## src/plane_path_pkg.sv

```systemverilog
package plane_path_pkg;
   localparam logic [15:0] IO_INDEX_PORT = 16'h03CE;
   localparam logic [15:0] IO_DATA_PORT = 16'h03CF;
   localparam logic [3:0] IDX_FILL_VALUE = 4'h0;
   localparam logic [3:0] IDX_FILL_ENABLE = 4'h1;
   localparam logic [3:0] IDX_MATCH_VALUE = 4'h2;
   localparam logic [3:0] IDX_COMBINE_SHIFT = 4'h3;
   localparam logic [3:0] IDX_PLANE_CHOICE = 4'h4;
   localparam int INDEX_LSB = 0;
   localparam int INDEX_W = 4;
   localparam int PLANE_FIELD_LSB = 0;
   localparam int PLANE_FIELD_W = 4;
   localparam int ROT_LSB = 0;
   localparam int ROT_W = 3;
   localparam int FUNC_LSB = 3;
   localparam int FUNC_W = 2;
   localparam int CHOICE_LSB = 0;
   localparam int CHOICE_W = 2;
   localparam logic [7:0] RESET_INDEX = 8'h00;
   localparam logic [7:0] RESET_REG = 8'h00;
   localparam logic [7:0] READ_UNMAPPED = 8'h00;
   localparam int READ_LATENCY = 1;
   localparam int WRITE_LATENCY = 1;

   typedef logic [3:0][7:0] plane_bytes_t;

   typedef enum logic [1:0] {
      WM_ROTATE_FILL = 2'b00,
      WM_LATCH_COPY = 2'b01,
      WM_BIT_SPREAD = 2'b10,
      WM_FILL_ALL = 2'b11
   } write_mode_t;

   typedef enum logic [1:0] {
      FN_PASS = 2'b00,
      FN_AND = 2'b01,
      FN_OR = 2'b10,
      FN_XOR = 2'b11
   } combine_fn_t;

   function automatic logic [7:0] spread8(input logic b);
      spread8 = {8{b}};
   endfunction
endpackage

```

## src/plane_shape_if.sv

```systemverilog
`timescale 1ns/1ps
`default_nettype none
interface plane_shape_if;
   import plane_path_pkg::*;
   logic [3:0] fill_value;
   logic [3:0] fill_enable;
   logic [2:0] rot_count;
   combine_fn_t func;
   write_mode_t mode;
   logic [7:0] host_data;
   plane_bytes_t latches;
   plane_bytes_t shaped;
   modport regs (output fill_value, fill_enable, rot_count, func, mode, host_data, latches, input shaped);
   modport shaper (input fill_value, fill_enable, rot_count, func, mode, host_data, latches, output shaped);
endinterface
`default_nettype wire

```

## src/plane_datapath.sv

```systemverilog
// How it works
// RL1: Index port selects register, upper bits zero.
// RL2: Indices 00-04 pick the five registers.
// RL3: Fill value bit spread over plane byte.
// RL4: Fill enable picks fill or host data.
// RL5: Compare read flags bits matching all planes.
// RL6: Two-bit select: pass, AND, OR, XOR.
// RL7: Rotate happens before the logical combine.
// RL8: Latch-copy writes are never combined.
// RL9: Mode 0 right-rotates host data by count.
// RL10: Plane choice bits pick read plane.
// RL11: Plane choice ignored for compare reads.
// RL12: Odd/even pairs planes 0/1 and 2/3.
// RL13: Read type bit picks compare or plane.
// RL14: Every memory read reloads the latches.
// RL15: Mode 0 writes rotated data unless filled.
// RL16: Data port reads show selected register.
`timescale 1ns/1ps
`default_nettype none
module plane_datapath (
   input wire logic mclk,
   input wire logic rst_n,
   input wire logic [15:0] io_addr,
   input wire logic io_wr,
   input wire logic io_rd,
   input wire logic [7:0] io_wdata,
   output logic [7:0] io_rdata,
   input wire logic [1:0] write_mode,
   input wire logic read_type,
   input wire logic odd_even,
   input wire logic mem_wr,
   input wire logic [7:0] mem_wdata,
   input wire logic mem_rd,
   input wire logic mem_a0,
   input wire plane_path_pkg::plane_bytes_t mem_rdata,
   output plane_path_pkg::plane_bytes_t plane_wdata,
   output logic plane_we,
   output logic [7:0] host_rdata,
   output logic host_rvalid
);
   import plane_path_pkg::*;

   logic [INDEX_W-1:0] index_q;
   logic [3:0] fill_value_q;
   logic [3:0] fill_enable_q;
   logic [3:0] match_value_q;
   logic [4:0] combine_shift_q;
   logic [1:0] plane_choice_q;
   plane_bytes_t latch_q;
   plane_bytes_t plane_wdata_q;
   logic plane_we_q;
   logic [7:0] host_rdata_q;
   logic host_rvalid_q;
   logic [7:0] io_rdata_q;
   logic [7:0] io_rdata_d;
   logic [7:0] host_rdata_d;
   logic [7:0] match_bits;
   logic [1:0] read_plane;
   logic idx_wr;
   logic data_wr;

   plane_shape_if sh ();

   // Address decode
   function automatic logic port_hit(input logic [15:0] addr, input logic [15:0] port);
      port_hit = (addr == port);
   endfunction

   assign idx_wr = io_wr && port_hit(io_addr, IO_INDEX_PORT);
   assign data_wr = io_wr && port_hit(io_addr, IO_DATA_PORT);

   // Index register
   always_ff @(posedge mclk) begin
      if (!rst_n) begin
         index_q <= RESET_INDEX[INDEX_W-1:0];
      end else if (idx_wr) begin
         index_q <= io_wdata[INDEX_LSB +: INDEX_W]; // [RL1]
      end
   end

   // Indexed registers
   always_ff @(posedge mclk) begin
      if (!rst_n) begin
         fill_value_q <= RESET_REG[3:0];
      end else if (data_wr && index_q == IDX_FILL_VALUE) begin // [RL2]
         fill_value_q <= io_wdata[PLANE_FIELD_LSB +: PLANE_FIELD_W]; // [RL3]
      end
   end

   always_ff @(posedge mclk) begin
      if (!rst_n) begin
         fill_enable_q <= RESET_REG[3:0];
      end else if (data_wr && index_q == IDX_FILL_ENABLE) begin // [RL2]
         fill_enable_q <= io_wdata[PLANE_FIELD_LSB +: PLANE_FIELD_W]; // [RL4]
      end
   end

   always_ff @(posedge mclk) begin
      if (!rst_n) begin
         match_value_q <= RESET_REG[3:0];
      end else if (data_wr && index_q == IDX_MATCH_VALUE) begin // [RL2]
         match_value_q <= io_wdata[PLANE_FIELD_LSB +: PLANE_FIELD_W]; // [RL5]
      end
   end

   always_ff @(posedge mclk) begin
      if (!rst_n) begin
         combine_shift_q <= RESET_REG[4:0];
      end else if (data_wr && index_q == IDX_COMBINE_SHIFT) begin // [RL2]
         combine_shift_q <= io_wdata[ROT_LSB +: (ROT_W + FUNC_W)]; // [RL6] [RL9]
      end
   end

   always_ff @(posedge mclk) begin
      if (!rst_n) begin
         plane_choice_q <= RESET_REG[1:0];
      end else if (data_wr && index_q == IDX_PLANE_CHOICE) begin // [RL2]
         plane_choice_q <= io_wdata[CHOICE_LSB +: CHOICE_W]; // [RL10]
      end
   end

   // Register readback
   always_comb begin
      io_rdata_d = READ_UNMAPPED;
      if (port_hit(io_addr, IO_INDEX_PORT)) begin
         io_rdata_d = {4'h0, index_q}; // [RL1]
      end else if (port_hit(io_addr, IO_DATA_PORT)) begin
         case (index_q) // [RL16]
            IDX_FILL_VALUE: io_rdata_d = {4'h0, fill_value_q};
            IDX_FILL_ENABLE: io_rdata_d = {4'h0, fill_enable_q};
            IDX_MATCH_VALUE: io_rdata_d = {4'h0, match_value_q};
            IDX_COMBINE_SHIFT: io_rdata_d = {3'h0, combine_shift_q};
            IDX_PLANE_CHOICE: io_rdata_d = {6'h00, plane_choice_q};
            default: io_rdata_d = READ_UNMAPPED;
         endcase
      end
   end

   always_ff @(posedge mclk) begin
      if (!rst_n) begin
         io_rdata_q <= 8'h00;
      end else if (io_rd) begin
         io_rdata_q <= io_rdata_d;
      end
   end

   // Read latches
   always_ff @(posedge mclk) begin
      if (!rst_n) begin
         latch_q <= '0;
      end else if (mem_rd) begin
         latch_q <= mem_rdata; // [RL14]
      end
   end

   // Host read path
   always_comb begin
      for (int b = 0; b < 8; b++) begin
         match_bits[b] = 1'b1;
         for (int p = 0; p < 4; p++) begin
            match_bits[b] = match_bits[b] & ~(mem_rdata[p][b] ^ match_value_q[p]); // [RL5]
         end
      end
      read_plane = odd_even ? {plane_choice_q[1], mem_a0} : plane_choice_q; // [RL12]
      host_rdata_d = read_type ? match_bits : mem_rdata[read_plane]; // [RL13] [RL11]
   end

   // Read result
   always_ff @(posedge mclk) begin
      if (!rst_n) begin
         host_rdata_q <= 8'h00;
      end else if (mem_rd) begin
         host_rdata_q <= host_rdata_d;
      end
   end

   // Read valid strobe
   always_ff @(posedge mclk) begin
      if (!rst_n) begin
         host_rvalid_q <= 1'b0;
      end else begin
         host_rvalid_q <= mem_rd;
      end
   end

   // Write shaping
   assign sh.fill_value = fill_value_q;
   assign sh.fill_enable = fill_enable_q;
   assign sh.rot_count = combine_shift_q[ROT_LSB +: ROT_W]; // [RL9]
   assign sh.func = combine_fn_t'(combine_shift_q[FUNC_LSB +: FUNC_W]); // [RL6]
   assign sh.mode = write_mode_t'(write_mode); // [RL15]
   assign sh.host_data = mem_wdata;
   assign sh.latches = latch_q;

   plane_write_shaper u_shaper (
      .sh(sh.shaper)
   );

   // Shaped write data
   always_ff @(posedge mclk) begin
      if (!rst_n) begin
         plane_wdata_q <= '0;
      end else if (mem_wr) begin
         plane_wdata_q <= sh.shaped;
      end
   end

   // Write strobe
   always_ff @(posedge mclk) begin
      if (!rst_n) begin
         plane_we_q <= 1'b0;
      end else begin
         plane_we_q <= mem_wr;
      end
   end

   assign io_rdata = io_rdata_q;
   assign plane_wdata = plane_wdata_q;
   assign plane_we = plane_we_q;
   assign host_rdata = host_rdata_q;
   assign host_rvalid = host_rvalid_q;
endmodule
`default_nettype wire

```

## src/plane_write_shaper.sv

```systemverilog
`timescale 1ns/1ps
`default_nettype none
module plane_write_shaper (
   plane_shape_if.shaper sh
);
   import plane_path_pkg::*;

   logic [7:0] rotated;
   logic [15:0] doubled;

   // Right rotation of host data
   always_comb begin
      doubled = {sh.host_data, sh.host_data};
      rotated = doubled[sh.rot_count +: 8]; // [RL9]
   end

   always_comb begin
      logic [7:0] src;
      src = 8'h00;
      sh.shaped = '0;
      for (int p = 0; p < 4; p++) begin
         case (sh.mode)
            WM_ROTATE_FILL: begin
               src = sh.fill_enable[p] ? spread8(sh.fill_value[p]) : rotated; // [RL3] [RL4] [RL15]
            end
            WM_BIT_SPREAD: begin
               src = spread8(sh.host_data[p]);
            end
            WM_FILL_ALL: begin
               src = spread8(sh.fill_value[p]);
            end
            default: begin
               src = sh.latches[p];
            end
         endcase
         if (sh.mode == WM_LATCH_COPY) begin
            sh.shaped[p] = sh.latches[p]; // [RL8]
         end else begin
            // Combine follows rotation
            case (sh.func) // [RL6] [RL7]
               FN_AND: sh.shaped[p] = src & sh.latches[p];
               FN_OR: sh.shaped[p] = src | sh.latches[p];
               FN_XOR: sh.shaped[p] = src ^ sh.latches[p];
               default: sh.shaped[p] = src;
            endcase
         end
      end
   end
endmodule
`default_nettype wire

```

## config.mk

```make
export PLATFORM = sky130hd
export DESIGN_NAME = plane_datapath
export DESIGN_NICKNAME = d
export VERILOG_FILES = /design/src/plane_path_pkg.sv /design/src/plane_shape_if.sv /design/src/plane_datapath.sv /design/src/plane_write_shaper.sv
export SDC_FILE = /design/constraint.sdc
export NUM_CORES = 1
export LEC_CHECK = 0
export BUFFER_PORTS_ARGS = -buffer_cell sky130_fd_sc_hd__buf_4
export CORE_UTILIZATION = 52
export DETAILED_ROUTE_END_ITERATION = 8
export PLACE_DENSITY = 0.83
export SLEW_MARGIN = 20
export SYNTH_ARGS = -nofsm -noshare
export SYNTH_HDL_FRONTEND = slang
export SYNTH_SLANG_ARGS = --single-unit
```

## constraint.sdc

```tcl
create_clock -name mclk -period 2.4 [get_ports mclk]
set_input_delay 0.48 -clock mclk [delete_from_list [all_inputs] [get_ports mclk]]
set_output_delay 0.48 -clock mclk [all_outputs]
set_load 0.05 [all_outputs]
```

# ---- Yosys cells after proc, flatten, opt, wreduce, memory -nomap -nowiden
# Cells that the tools add are included.
dict set report word_totals {
  register_bits 105
  word_cells 164
  out_inout_bits 50
  inputBits 75
}
dict set report op_classes {
  n_lt_le_gt_ge 1
  bitwise 100
  n_mux 23
  shifts 1
  n_reduce_logical 9
  n_eq_ne 12
}
# operator n
set ops {}
lappend ops {{8-bit one-hot mux with 3 select lines} 8}
lappend ops {{8-bit 2-to-1 mux} 10}
lappend ops {{8-bit bitwise AND} 4}
lappend ops {{16-bit by 10-bit equality test with 1-bit output (second input constant)} 2}
lappend ops {{1-bit inverter} 32}
lappend ops {{8-bit bitwise OR} 4}
lappend ops {{1-bit XOR} 32}
lappend ops {{8-bit XOR} 4}
lappend ops {{5-bit one-hot mux with 5 select lines} 1}
lappend ops {{1-bit bitwise AND} 24}
lappend ops {{8-bit binary-select mux with 2-bit select} 1}
lappend ops {{16-bit by 4-bit indexed part select with 8-bit output} 1}
lappend ops {{5-bit 2-to-1 mux} 2}
lappend ops {{2-bit equality test (second input constant)} 4}
lappend ops {{4-bit by 2-bit equality test with 1-bit output (second input constant)} 2}
lappend ops {{1-bit logical AND} 7}
lappend ops {{2-bit by 1-bit equality test with 1-bit output (second input constant)} 2}
lappend ops {{4-bit by 1-bit equality test with 1-bit output (second input constant)} 1}
lappend ops {{4-bit by 3-bit equality test with 1-bit output (second input constant)} 1}
lappend ops {{4-bit logical NOT} 1}
lappend ops {{2-bit by 3-bit less-than comparator with 1-bit output (second input constant)} 1}
lappend ops {{2-bit logical NOT} 1}
lappend ops {{1-bit 2-to-1 mux} 1}

# ---- Longest topological paths before layout
dict set report logic_depth {
  word_depth 6
  ltp_mapped 11
  ltp_nobuf 9
}

# ---- Modules after synthesis
# Synthesis repeated with hierarchy kept, for this count alone.
dict set report hier_totals {
  cells_unflattened 798
  hier_area_um2 7228.2
}
# mod seq_area_each_um2 area_each_um2 instances cells_each
set modules_own_cells {}
lappend modules_own_cells {plane_datapath 2042.0 4723.3 1 485}
lappend modules_own_cells {plane_write_shaper 0.0 2504.9 1 313}

# ---- Least setup slack after synthesis
# Ideal clock, no wire load.
dict set report synth_timing {
  path_type {input to register}
  start {input port write_mode[1]}
  end {register plane_wdata_q (netlist bit plane_wdata[11])}
  stages 10
  setup_ns 0.117
  t_required_ns 2.283
  arrival_time_ns 2.463
  path_slack_ns -0.180
  cell_sequence {buf_6 > buf_2 > nor2b_1 > a221oi_1 > a21boi_0 > ha_1 > mux2i_1 > nor3_1 > or3b_1 > a32o_1}
}
dict set report synth_via {
  elab_chain_len 5
  word_cells_on_any_way 10
}
# element line_no
set synth_lines {}
lappend synth_lines {{start: declaration} plane_datapath.sv:28} ;# input wire logic [1:0] write_mode,
lappend synth_lines {{2-bit equality test / 2-bit logical NOT (equally long branches)} plane_write_shaper.sv:22} ;# case (sh.mode)
lappend synth_lines {{8-bit one-hot mux with 3 select lines} plane_write_shaper.sv:22}
lappend synth_lines {{8-bit XOR (tied with other cells)} plane_write_shaper.sv:43} ;# FN_XOR: sh.shaped[p] = src ^ sh.latches[p];
lappend synth_lines {{8-bit one-hot mux with 3 select lines} plane_write_shaper.sv:40} ;# case (sh.func)
lappend synth_lines {{8-bit 2-to-1 mux (*)} plane_write_shaper.sv:36} ;# if (sh.mode == WM_LATCH_COPY) begin
lappend synth_lines {{end signal: assignment} plane_datapath.sv:204} ;# plane_wdata_q <= sh.shaped;
lappend synth_lines {{end: declaration} plane_datapath.sv:50} ;# plane_bytes_t plane_wdata_q;
# Every way passes the cells marked *; elsewhere a longest branch is shown, timed or not.
# A chain may end at the register's enable or synchronous reset.

# ---- Final worst setup path
dict set report layout_timing {
  start {register combine_shift_q[1]}
  end {register plane_wdata_q (netlist bit plane_wdata[26])}
}
dict set report layout_via {
  elab_chain_len 6
  word_cells_on_any_way 8
}
# element line_no
set layout_lines {}
lappend layout_lines {{start: declaration} plane_datapath.sv:47} ;# logic [4:0] combine_shift_q;
lappend layout_lines {{start signal: assignment} plane_datapath.sv:108} ;# combine_shift_q <= RESET_REG[4:0];
lappend layout_lines {{start signal: assignment} plane_datapath.sv:110} ;# combine_shift_q <= io_wdata[ROT_LSB +: (ROT_W + FUNC_W)];
lappend layout_lines {{16-bit by 4-bit indexed part select with 8-bit output (*)} plane_write_shaper.sv:14} ;# rotated = doubled[sh.rot_count +: 8];
lappend layout_lines {{8-bit 2-to-1 mux (*)} plane_write_shaper.sv:24} ;# src = sh.fill_enable[p] ? spread8(sh.fill_value[p]) : rotated;
lappend layout_lines {{8-bit one-hot mux with 3 select lines (*)} plane_write_shaper.sv:22}
lappend layout_lines {{8-bit XOR (tied with other cells)} plane_write_shaper.sv:43}
lappend layout_lines {{8-bit one-hot mux with 3 select lines (*)} plane_write_shaper.sv:40}
lappend layout_lines {{8-bit 2-to-1 mux (*)} plane_write_shaper.sv:36}
# Marked as above.

==> metrics <==
FF+latch area=2050 µm²; final hold violation count=0; die area=15000 µm²; FP Rows=43; PnR worst setup slack=-284 ps; Slew HR=44.8%; most common cell after layout, fill and taps aside=buf_4; Worst Hold Class=in2reg; die width=122 µm; failing checks=setup timing; Cell Chain, Critical Path=buf_12 -> mux4_2 -> mux2_4 -> o221a_2 -> ha_1 -> mux2i_2 -> o2bb2ai_1 -> nor3_2 -> o22ai_1; Final GP Congestion=0.933; vias post-DR=8197; core box area=14000 µm²; gr ovfl total=0; Placed Instance Area=9220 µm²; multi-input logic area=5430 µm²; H-tree depth reported by CTS=3; vias in the first global route=7541; routed len/inst=21.1 µm; Crit. End Element=flip-flop; run status=complete, but fails checks; Synth Cell Area=7540 µm²; CP Class=reg2reg; slowest stage cell on the critical path=mux4_2; Async SR Flop Fraction=0%; worst IR drop on VDD=0.338 mV; Syn Inst Count=860; Final Critical Period=2680 ps; CTS tree=done; Startpoint Class=flip-flop; Netlist cell types=65; number of warnings issued by yosys=0; Layout Skew=9.57 ps; CTS Sinks=102; DR DRC count=0; Post-Layout Inst Area=9930 µm²; f_max=0.373 GHz; Lkg Pwr=0.00406 µW; Tot Pwr=4690 µW; Max Cap Viol=0; measured slew at the worst slew-check pin=826 ps; Critical Path Max Stage Delay=550 ps; sequential share of the synthesized area=27.1%; most frequent cells in the layout=buf_4, dfxtp_1, o21ai_0; family with the most delay on the worst path=multiplexers; placed instance count=1193; initial core utilization=53.7%; Global Route Usage Sum=33.4%; DIE HEIGHT=122 µm; DR iter-0 viols=866; Final Max Slew Viols=0; Crit Path Max Fanout=8; DRT Wirelength=25800 µm; DRT Pass-1 Iters=6; cts bufs inserted=9; Post-DRT Antenna Nets=0; I/O Buffers=118; root buffer cell=clkbuf_16; top_reg_cell synth=dfxtp_1; Buf/Inv on CP=1; largest net degree at the start of global routing=50; Critical Path RT=2620 ps; # setup viols final=32; pwr dens=472 nW/µm²; Ports=125; vias per cell=6.69; filler instances=1018; hold_ws=370 ps; synthesis-to-finish area growth=31.7%; #FFs+latches synth=102; dpl hpwl=17200 µm; Post-synth EDFFs=0; Worst-Skew Late Latency=360 ps; layout cell share with drive strength beyond 1=36.7%; synthesized area per cell=8.77 µm²; final non-filler cell total=1226; CP arrival=2910 ps; first-pass GRT wire length=38500 µm; initial antenna violation count=0; clk slew on worst S/H paths=70 ps; antenna cells=0; Max clock buf depth=2; DP Worst Slack=-414 ps; Final Net Count=1149; RSZ-0062 raised after global routing=true; period utilisation layout=112%
## metal layers
layer / GRT usage (%) / wire length, µm / up-vias
li1: - / - / 3649
met1: 41.9 / 9810 / 3849
met2: 52.8 / 11900 / 574
met3: 7.20 / 2900 / 125
met4: 19.4 / 1250 / 0
met5: 0 / 0 / -
## cells in the mapped netlist (all sizes together) (3+ instances only)
library cell	number	area, µm²
a211oi	28	210
nand2	45	169
o2111ai	5	43.8
o21a	3	22.5
nor2	56	210
clkbuf	44	166
o41ai	8	70.1
or3b	3	26.3
o22ai	7	43.8
a21boi	6	45.0
nand2b	8	50.1
inv	5	18.8
nand4b	4	35.0
mux2	15	176
nor2b	7	43.8
xor2	32	280
mux2i	78	797
a21o	4	31.3
and3	11	68.8
o21bai	4	41.3
a21oi	37	185
nand3	48	240
a221oi	4	35.0
a31o	22	193
nor3	32	185
mux4	21	518
buf	32	178
a32o	3	30.0
dfxtp	102	2040
o21ai	87	435
o221a	8	90.1
a31oi	25	156
o2bb2ai	10	87.6
ha	32	400
## power by group
part / switching [µW] / internal (µW)
Clock: 703 / 918
Sequential: 83.7 / 1770
Combinational: 697 / 518
## layout make-up
cell class,instances,share of cell area [%]
clock inverter,6,0.945
tap,180,2.27
sequential,102,20.6
multi-input combinational,679,54.6
timing repair buffer,245,19.1
clock buffer,9,2.27
inverter,5,0.189
## path summary, 6_finish.rpt
kind	startpoint	end	slack, ps	depth (start not counted)
worst max-delay path	combine_shift_q[1]$_SDFFE_PN0P_	plane_wdata[26]$_SDFFE_PN0P_	-280	9
worst min-delay path	io_rd	io_rdata[3]$_SDFFE_PN0P_	370	2
worst max register to register	combine_shift_q[1]$_SDFFE_PN0P_	plane_wdata[26]$_SDFFE_PN0P_	-280	9
worst min register to register	plane_wdata[11]$_SDFFE_PN0P_	plane_wdata[11]$_SDFFE_PN0P_	470	1
## stage by stage
step	utilization (%)	setup TNS, ps
after floorplan	-	-669
after global placement	65.7	-9030
after detailed placement	65.7	-11000
after CTS	69.7	-4980
after global routing	70.7	-9250
final	70.7	-5720
## cell families after synthesis
kind of cell | synth area share, %
other | 0.0497
adders and majority gates | 5.31
xor gates and xnor gates | 3.72
DFF | 27.1
AOI/OAI and AO/OA | 23.3
and+or+nand+nor | 16.0
buffers and inverters | 4.81
muxes | 19.8
## registers in the layout (all words and copies together), names as in the netlist
signal           count
combine_shift_q      5
fill_enable_q        4
fill_value_q         4
host_rdata           8
host_rvalid          1
index_q              4
io_rdata             5
latch_q             32
match_value_q        4
plane_choice_q       2
plane_wdata         32
plane_we             1
## repair_timing
item | CTS | global route
hold endpoints to repair | 0 | 0
gates resized for setup | 49 | 40
buffers inserted | 18 | 3
pin swaps | 55 | 31
hold buffers | 0 | 0
setup endpoints to repair | 32 | 32
## worst register-to-register path, stage by stage, from the launching register on
cell	delay, ps
dfxtp_2	340
buf_12	120
mux4_2	550
mux2_4	370
o221a_2	290
ha_1	290
mux2i_2	210
o2bb2ai_1	140
nor3_2	130
o22ai_1	110
Note: power is estimated with default switching activity, not from simulation.
